<file path="src/hw/pixel_out_pkg.sv">
// package with constants, carriers and states of the dual pixel output port
package pixel_out_pkg;

   // ------------------------------------------------------------
   // widths and depths
   // ------------------------------------------------------------
   localparam int pixel_width = 24;
   localparam int fifo_depth = 16;
   localparam int fifo_addr_width = 4;

   // ------------------------------------------------------------
   // register map (word aligned byte addresses)
   // ------------------------------------------------------------
   localparam logic [3:0] ctrl_offset = 4'h0;
   localparam logic [3:0] status_offset = 4'h4;
   localparam logic [3:0] pixel_offset = 4'h8;
   localparam logic [3:0] frame_offset = 4'hc;

   // control register field positions
   localparam int ctrl_power_up_bit = 0;
   localparam int ctrl_output_enable_bit = 1;
   localparam int ctrl_two_pixel_bit = 2;
   localparam int ctrl_invert_bit = 3;
   localparam logic [3:0] ctrl_reset_value = 4'h0;

   // pixel write word: bit 24 is the active video flag
   localparam int pixel_active_bit = 24;

   // answer for an unmapped read
   localparam logic [31:0] unmapped_read_value = 32'h0000_0000;

   // ------------------------------------------------------------
   // carriers and states
   // ------------------------------------------------------------
   typedef struct packed {
      logic active;
      logic [23:0] pixel;
   } pixel_word_type;

   typedef struct packed {
      logic [23:0] even_pixel;
      logic [23:0] odd_pixel;
      logic active;
   } out_beat_type;

   typedef enum logic [0:0] {pair_first, pair_second} pair_state_type;

endpackage

</file>
<file path="src/hw/pixel_fifo.sv">
// parameterised valid/ready fifo holding pixel words
`timescale 1ns/1ps
module pixel_fifo #(
   parameter int width = 25,
   parameter int depth = 16,
   parameter int addr_width = 4
) (
   input wire logic clock,
   input wire logic rst_n,
   input wire logic [width-1:0] in_data,
   input wire logic in_valid,
   output logic in_ready,
   output logic [width-1:0] out_data,
   output logic out_valid,
   input wire logic out_ready
);

   logic [width-1:0] mem [depth];
   logic [addr_width-1:0] wr_ptr_reg, wr_ptr_next;
   logic [addr_width-1:0] rd_ptr_reg, rd_ptr_next;
   logic [addr_width:0] count_reg, count_next;
   logic push, pop;

   // ------------------------------------------------------------
   // pointer and count
   // ------------------------------------------------------------
   always_comb begin
      in_ready = (count_reg != (addr_width+1)'(depth)) ? 1'b1 : 1'b0;
      out_valid = (count_reg != '0);
      out_data = mem[rd_ptr_reg];
      push = in_valid && in_ready;
      pop = out_valid && out_ready;
      wr_ptr_next = push ? wr_ptr_reg + 1'b1 : wr_ptr_reg;
      rd_ptr_next = pop ? rd_ptr_reg + 1'b1 : rd_ptr_reg;
      count_next = count_reg;
      if (push && !pop) begin
         count_next = count_reg + 1'b1;
      end else if (pop && !push) begin
         count_next = count_reg - 1'b1;
      end
   end

   always_ff @(posedge clock) begin
      if (!rst_n) begin
         wr_ptr_reg <= '0;
         rd_ptr_reg <= '0;
         count_reg <= '0;
      end else begin
         wr_ptr_reg <= wr_ptr_next;
         rd_ptr_reg <= rd_ptr_next;
         count_reg <= count_next;
      end
   end

   // storage array, written on accepted push
   always_ff @(posedge clock) begin
      if (push) begin
         mem[wr_ptr_reg] <= in_data;
      end
   end

endmodule

</file>
<file path="src/hw/dual_pixel_output_port.sv">
// dual pixel video output port with avalon register access
//
// Chosen here: the register addresses and the Avalon-MM slave port.
`timescale 1ns/1ps
// What this block does
// - one pixel per clock mode shows each whole pixel on the even bus.
// - two pixel mode puts the first pixel of a pair on the even bus.
// - two pixel mode puts the second pixel of a pair on the odd bus.
// - one pixel per clock mode holds the odd bus all low.
// - both buses change only on the output pixel clock.
// - power down or output disable low sets all pixel drivers off.
// - while drivers are off a weak pull down takes each output low.
// - inversion 0 means the panel captures on the falling clock edge.
// - inversion 1 means the panel captures on the rising clock edge.
// - active video flag high in display time, low in blanking, aligned with data.
// - the output clock is inverted under the clock inversion control.
module dual_pixel_output_port (
   input wire logic clock,
   input wire logic rst_n,
   input wire logic [3:0] avs_address,
   input wire logic avs_read,
   input wire logic avs_write,
   input wire logic [31:0] avs_writedata,
   input wire logic [3:0] avs_byteenable,
   output logic [31:0] avs_readdata,
   output logic avs_waitrequest,
   input wire logic power_down_n,
   input wire logic output_disable_n,
   output logic [23:0] even_pixel_bus,
   output logic [23:0] even_pixel_oe,
   output logic [23:0] odd_pixel_bus,
   output logic [23:0] odd_pixel_oe,
   output logic active_video_flag,
   output logic active_video_oe,
   output logic pixel_out_clock,
   output logic pixel_out_clock_oe
);

   // ------------------------------------------------------------
   // declarations
   // ------------------------------------------------------------
   logic [3:0] ctrl_reg, ctrl_next;
   logic [31:0] ctrl_merged;
   logic [31:0] readdata_reg, readdata_next;
   logic waitrequest_reg, waitrequest_next;
   logic [31:0] frame_count_reg, frame_count_next;
   logic fifo_in_valid;
   logic fifo_in_ready;
   pixel_out_pkg::pixel_word_type fifo_in_word;
   pixel_out_pkg::pixel_word_type fifo_out_word;
   logic fifo_out_valid;
   logic fifo_out_ready;
   pixel_out_pkg::pair_state_type pair_reg, pair_next;
   logic [23:0] first_pixel_reg, first_pixel_next;
   pixel_out_pkg::out_beat_type beat_reg, beat_next;
   logic clock_phase_reg, clock_phase_next;
   logic drive_reg, drive_next;
   logic two_pixel;
   logic invert;
   logic enabled;
   logic access;
   logic pixel_hit;

   // merge byte lanes into an old word
   function automatic logic [31:0] merge_bytes(input logic [31:0] old_word,
                                               input logic [31:0] new_word,
                                               input logic [3:0] lanes);
      logic [31:0] result;
      result = old_word;
      for (int i = 0; i < 4; i++) begin
         if (lanes[i]) begin
            result[i*8 +: 8] = new_word[i*8 +: 8];
         end
      end
      return result;
   endfunction

   // ------------------------------------------------------------
   // register bus slave
   // ------------------------------------------------------------
   // a request is answered one cycle after it appears; a pixel write
   // stays stalled while the fifo is full so the source is held back
   always_comb begin
      access = (avs_read || avs_write) && waitrequest_reg;
      pixel_hit = avs_write && (avs_address == pixel_out_pkg::pixel_offset);
      ctrl_merged = merge_bytes({28'h0000000, ctrl_reg}, avs_writedata, avs_byteenable);
      ctrl_next = ctrl_reg;
      readdata_next = readdata_reg;
      waitrequest_next = 1'b1;
      fifo_in_valid = 1'b0;
      fifo_in_word.active = avs_writedata[pixel_out_pkg::pixel_active_bit];
      fifo_in_word.pixel = avs_writedata[23:0];
      if (access) begin
         if (pixel_hit) begin
            fifo_in_valid = 1'b1;
            waitrequest_next = !fifo_in_ready;
         end else begin
            waitrequest_next = 1'b0;
            if (avs_write && avs_address == pixel_out_pkg::ctrl_offset) begin
               ctrl_next = ctrl_merged[3:0];
            end
            if (avs_read) begin
               case (avs_address)
                  pixel_out_pkg::ctrl_offset: readdata_next = {28'h0000000, ctrl_reg};
                  pixel_out_pkg::status_offset: readdata_next = {27'h0000000, drive_reg,
                     fifo_out_valid, !fifo_in_ready, pair_reg == pixel_out_pkg::pair_second,
                     beat_reg.active};
                  pixel_out_pkg::frame_offset: readdata_next = frame_count_reg;
                  default: readdata_next = pixel_out_pkg::unmapped_read_value;
               endcase
            end
         end
      end
   end

   always_ff @(posedge clock) begin
      if (!rst_n) begin
         ctrl_reg <= pixel_out_pkg::ctrl_reset_value;
         readdata_reg <= 32'h00000000;
         waitrequest_reg <= 1'b1;
      end else begin
         ctrl_reg <= ctrl_next;
         readdata_reg <= readdata_next;
         waitrequest_reg <= waitrequest_next;
      end
   end

   assign avs_readdata = readdata_reg;
   assign avs_waitrequest = waitrequest_reg;

   // ------------------------------------------------------------
   // pixel fifo
   // ------------------------------------------------------------
   pixel_fifo #(
      .width(pixel_out_pkg::pixel_width + 1),
      .depth(pixel_out_pkg::fifo_depth),
      .addr_width(pixel_out_pkg::fifo_addr_width)
   ) u_fifo (
      .clock(clock),
      .rst_n(rst_n),
      .in_data(fifo_in_word),
      .in_valid(fifo_in_valid),
      .in_ready(fifo_in_ready),
      .out_data(fifo_out_word),
      .out_valid(fifo_out_valid),
      .out_ready(fifo_out_ready)
   );

   // ------------------------------------------------------------
   // pixel output clock and beat sequencing
   // ------------------------------------------------------------
   // the output clock runs at half the system clock; data changes on the
   // system edge where the output clock leaves its capture level
   always_comb begin
      two_pixel = ctrl_reg[pixel_out_pkg::ctrl_two_pixel_bit];
      invert = ctrl_reg[pixel_out_pkg::ctrl_invert_bit];
      enabled = power_down_n && output_disable_n && ctrl_reg[pixel_out_pkg::ctrl_power_up_bit]
         && ctrl_reg[pixel_out_pkg::ctrl_output_enable_bit];
      clock_phase_next = !clock_phase_reg;
      drive_next = enabled;
      fifo_out_ready = 1'b0;
      pair_next = pair_reg;
      first_pixel_next = first_pixel_reg;
      beat_next = beat_reg;
      frame_count_next = frame_count_reg;
      // nothing is consumed while the drivers are off, so pixels written
      // during power down wait in the fifo instead of being lost
      if (drive_reg && clock_phase_reg) begin
         if (!fifo_out_valid || (two_pixel && pair_reg == pixel_out_pkg::pair_first)) begin
            // underrun, or no first half loaded yet, counts as blanking
            beat_next.active = 1'b0;
         end else if (!two_pixel) begin
            fifo_out_ready = 1'b1;                           // one pixel per output period
            beat_next.even_pixel = fifo_out_word.pixel;
            beat_next.odd_pixel = 24'h000000;
            beat_next.active = fifo_out_word.active;
            pair_next = pixel_out_pkg::pair_first;
         end else begin
            fifo_out_ready = 1'b1;                           // second half closes the pair
            beat_next.even_pixel = first_pixel_reg;
            beat_next.odd_pixel = fifo_out_word.pixel;
            beat_next.active = fifo_out_word.active;
            pair_next = pixel_out_pkg::pair_first;
         end
         if (beat_reg.active && !beat_next.active) begin
            frame_count_next = frame_count_reg + 32'h00000001;
         end
      end else if (drive_reg && two_pixel && pair_reg == pixel_out_pkg::pair_first && fifo_out_valid) begin
         // two pixel mode takes the first half of a pair in the other half
         // period, so each output period carries one whole pair
         fifo_out_ready = 1'b1;
         first_pixel_next = fifo_out_word.pixel;
         pair_next = pixel_out_pkg::pair_second;
      end
      if (!two_pixel) begin
         beat_next.odd_pixel = 24'h000000;
      end
   end

   always_ff @(posedge clock) begin
      if (!rst_n) begin
         clock_phase_reg <= 1'b0;
         drive_reg <= 1'b0;
         pair_reg <= pixel_out_pkg::pair_first;
         first_pixel_reg <= 24'h000000;
         beat_reg <= '0;
         frame_count_reg <= 32'h00000000;
      end else begin
         clock_phase_reg <= clock_phase_next;
         drive_reg <= drive_next;
         pair_reg <= pair_next;
         first_pixel_reg <= first_pixel_next;
         beat_reg <= beat_next;
         frame_count_reg <= frame_count_next;
      end
   end

   // ------------------------------------------------------------
   // output pins
   // ------------------------------------------------------------
   // the clock takes clock_phase_reg ^ invert on the edge that launches new data, so
   // with no inversion it is high then and falls mid-data
   // inverted it rises mid-data
   logic [23:0] even_out_reg, odd_out_reg;
   logic active_out_reg, clock_out_reg;
   logic [23:0] even_out_next, odd_out_next;
   logic active_out_next, clock_out_next;

   // disabled pins are not driven and read low through the pull down
   always_comb begin
      even_out_next = drive_next ? beat_next.even_pixel : 24'h000000;
      odd_out_next = drive_next ? beat_next.odd_pixel : 24'h000000;
      active_out_next = drive_next ? beat_next.active : 1'b0;
      clock_out_next = drive_next ? (clock_phase_reg ^ invert) : 1'b0;
   end

   always_ff @(posedge clock) begin
      if (!rst_n) begin
         even_out_reg <= 24'h000000;
         odd_out_reg <= 24'h000000;
         active_out_reg <= 1'b0;
         clock_out_reg <= 1'b0;
      end else begin
         even_out_reg <= even_out_next;
         odd_out_reg <= odd_out_next;
         active_out_reg <= active_out_next;
         clock_out_reg <= clock_out_next;
      end
   end

   assign even_pixel_bus = even_out_reg;
   assign odd_pixel_bus = odd_out_reg;
   assign active_video_flag = active_out_reg;
   assign pixel_out_clock = clock_out_reg;
   assign even_pixel_oe = {24{drive_reg}};
   assign odd_pixel_oe = {24{drive_reg}};
   assign active_video_oe = drive_reg;
   assign pixel_out_clock_oe = drive_reg;

endmodule

</file>
<file path="config.mk">
export PLATFORM = sky130hd
export DESIGN_NAME = dual_pixel_output_port
export DESIGN_NICKNAME = d
export VERILOG_FILES = /design/src/hw/pixel_out_pkg.sv /design/src/hw/pixel_fifo.sv /design/src/hw/dual_pixel_output_port.sv
export SDC_FILE = /design/constraint.sdc
export NUM_CORES = 1
export LEC_CHECK = 0
export BUFFER_PORTS_ARGS = -buffer_cell sky130_fd_sc_hd__buf_2
export CORE_MARGIN = 5
export CORE_UTILIZATION = 50
export DETAILED_ROUTE_END_ITERATION = 16
export MAX_ROUTING_LAYER = met4
export PLACE_DENSITY = 0.68
export SLEW_MARGIN = 20
export SYNTH_ARGS = -nofsm -noshare
export SYNTH_HDL_FRONTEND = slang
export SYNTH_SLANG_ARGS = --single-unit
</file>
<file path="constraint.sdc">
create_clock -name clock -period 5.2 [get_ports clock]
set_clock_uncertainty 0.1 [all_clocks]
set_input_delay 1.04 -clock clock [delete_from_list [all_inputs] [get_ports clock]]
set_output_delay 1.04 -clock clock [all_outputs]
set_load 0.01 [all_outputs]
</file>
==> results.toml <==
[outcome]
outcome = "finished, final reports clean"

[cts]
clock-root-buffer = "clkbuf_16"
h-tree-depth = 2
tritoncts = "built"
cts.sinks = 612
clkLatencyLatePin_ns = 0.63
cts_buffers = 59
post_cts.repair.setup_buffers = 0
cts_hold_buffers = 0
cts_resized = 0
cts_buffer_depth = 3
cts.reportedPaths.clkPinSlew_ns = 0.06

[worst_setup_path]
arrival_ns = 4.19
crit_path_start_kind = "input port"
critical-path-max-stage-delay_ns = 0.74
setup.worst_path.class = "in -> reg"
cp-end-kind = "flip-flop"
cp.required_ns = 5.65
crit_buf_inv = 2
crit_path_max_fanout = 14
cp_top_family = "simple AND/OR/NAND/NOR gates"
worstPathCellList = "buf_2 > or4b_2 > a2111oi_2 > ha_1 > inv_1 > fa_1 > a21o_1 > a21oi_1 > xnor2_1 > or3_1 > a21oi_1"
crit_slowest_cell = "or4b_2"
cp_common_cell = "a21oi_1"

[die]
dieWidth_um = 226
dieArea_um2 = 51000
coreArea_um2 = 46400
initial_utilization_pct = 50.3
die_y_um = 226
row_count = 79
io_pins = 179

[global_route]
grt_first_pass_wirelength_mm = 76.5
antenna_found_initial = 4
grt_use_total_pct = 20.1
grt_max_degree = 98
grt_pass1_vias = 12700
grt.overflow.total = 0

[timing]
timing.final.crit_share_pct = 71.9
rsz0062_at_grt = "no"
slew_headroom_pct = 30.4
fin_crit_ns = 3.74
setup_violations = 0
clock.fmax_mhz = 267
setup_slack_ns = 1.46
worst_slew_pin_slew_ns = 1.04
finalSetupTns_ns = 0
hold_slack_ns = 0.353
hold_viol = 0
report.final.slew_viol_count = 0

[pwr]
powerDensity_nw_per_um2 = 361
ir_drop_uv = 267
p_total_mw = 9.64
p_leak_nw = 8.79
netSwitchingPower_mw = 1.89
sw_frac_of_total_pct = 19.6
clkPwrFrac_pct = 45.1
pwr-share-seq_pct = 53.7
p_int_mw = 7.75
p_comb_share_pct = 1.2

[route]
wl_mm = 49.9
drc = 0
viasPerCell = 5.81
drtIter0Drc = 1217
num_vias = 13000
wire_per_inst_um = 22.3
antenna_left = 0
drtPass1Iterations = 5

[hold_path]
hp-class = "reg -> reg"

[logic_synthesis]
async_reset_ff_share_pct = 0
synth-edff-count = 400
syn_area_um2 = 23300
synthFlopType = "edfxtp_1"
syn-num-nets = 1503
yosys_warnings = 0
seq_area_frac_synth_pct = 69.8
yosysUniqueCellTypes = 53
ys_ff_latch = 612
avgSynthCellArea_um2 = 16.1
synth_cells = 1446

[placement]
dpl_cell_area_um2 = 24600
post-place-ws_ns = 0.839
dp.cells = 2125
globalplace.congestion = 0.814
io_buffers = 168
dp_hpwl_mm = 30.9

[final_layout]
fin_nets = 1637
final_common_cell = "edfxtp_1"
final_cells = 2241
final_util_pct = 57.5
fin_area_um2 = 26700
largest_reg_flops = 400
synthToLayoutAreaGrowth_pct = 14.5
layout_common_cells = "edfxtp_1 (400), dfxtp_1 (208), buf_2 (168), mux4_2 (124), nor2_1 (108)"
drive_gt1_share_pct = 28.2

[job]
cap_violations = 0
per-layer routing:
layer | up-vias | GRT usage [%] | wire [µm]
met5 | - | - | 0
met4 | 0 | 4.67 | 942
met3 | 69 | 3.76 | 3400
met2 | 419 | 31.4 | 23900
met1 | 6665 | 28.1 | 21700
li1 | 5858 | - | -
worst paths after layout:
kind              depth (start not counted)           startpoint  slack [ns]                   to
setup / recovery                         11       avs_address[2]        1.46  u_fifo.count_reg[4]
setup reg to reg                         12  u_fifo.count_reg[0]        1.68  u_fifo.count_reg[4]
hold reg to reg                           2     avs_readdata[28]        0.35     avs_readdata[28]
hold / removal                            2     avs_readdata[28]        0.35     avs_readdata[28]
cell type report:
cell class / instances / area, µm²
Fill cell: 3470 / 19700
Sequential cell: 612 / 16300
Multi-Input combinational cell: 686 / 6350
Clock buffer: 79 / 1710
Timing Repair Buffer: 208 / 1210
Tap cell: 607 / 759
Clock inverter: 32 / 315
Inverter: 13 / 50.0
Antenna cell: 4 / 10.0
logic make-up after synthesis:
family                   Yosys count  share of synthesized area [%]
flip-flops                       612                           69.8
AND/OR/NAND/NOR                  292                           5.80
AO/OA/AOI/OAI                    184                           5.36
multiplexers                     182                           14.6
buffers and inverters            148                           3.26
XOR/XNOR                          17                          0.639
adder cells (fa/ha/maj)           11                          0.623
power groups by stage:
stage / clock network (mW) / registers (mW) / logic [mW]
global placement: 0 / 5.28 / 0.112
global route: 4.63 / 5.17 / 0.130
CTS: 4.44 / 5.18 / 0.119
finish: 4.34 / 5.18 / 0.118
floorplan: 0 / 5.28 / 0.0484
detailed placement: 0 / 5.28 / 0.118
worst reg2reg max path: cells and delay by family (launching register included):
family / cells / cell delay, ns
compound gates: 4 / 1.01
flops: 1 / 0.37
simple gates: 3 / 1.08
buf+inv: 2 / 0.20
xor+xnor: 1 / 0.09
fa+ha+maj: 2 / 0.60
cells in the mapped netlist (3+ instances only):
cell	n	share of area (%)
a2111o_1	3	0.14
a211oi_1	50	1.6
a21o_1	3	0.097
a21oi_1	57	1.2
a22o_1	24	0.90
a22oi_1	4	0.13
and2_1	4	0.11
and3_1	8	0.21
and4_1	3	0.11
buf_1	8	0.13
buf_2	5	0.11
buf_4	49	1.6
clkbuf_1	71	1.1
dfxtp_1	212	18
edfxtp_1	400	52
ha_1	10	0.54
inv_1	12	0.19
mux2i_1	56	2.4
mux4_2	124	12
nand2_1	53	0.85
nand2b_1	4	0.11
nand3_1	48	1.0
nand4_1	7	0.19
nor2_1	121	1.9
nor3_1	8	0.17
nor4_1	4	0.11
o21ai_0	18	0.39
o31ai_1	12	0.39
or3_1	13	0.35
or4_1	14	0.45
xnor2_1	12	0.45
xor2_1	5	0.19
No activity file was read; power rests on OpenSTA's default activity.
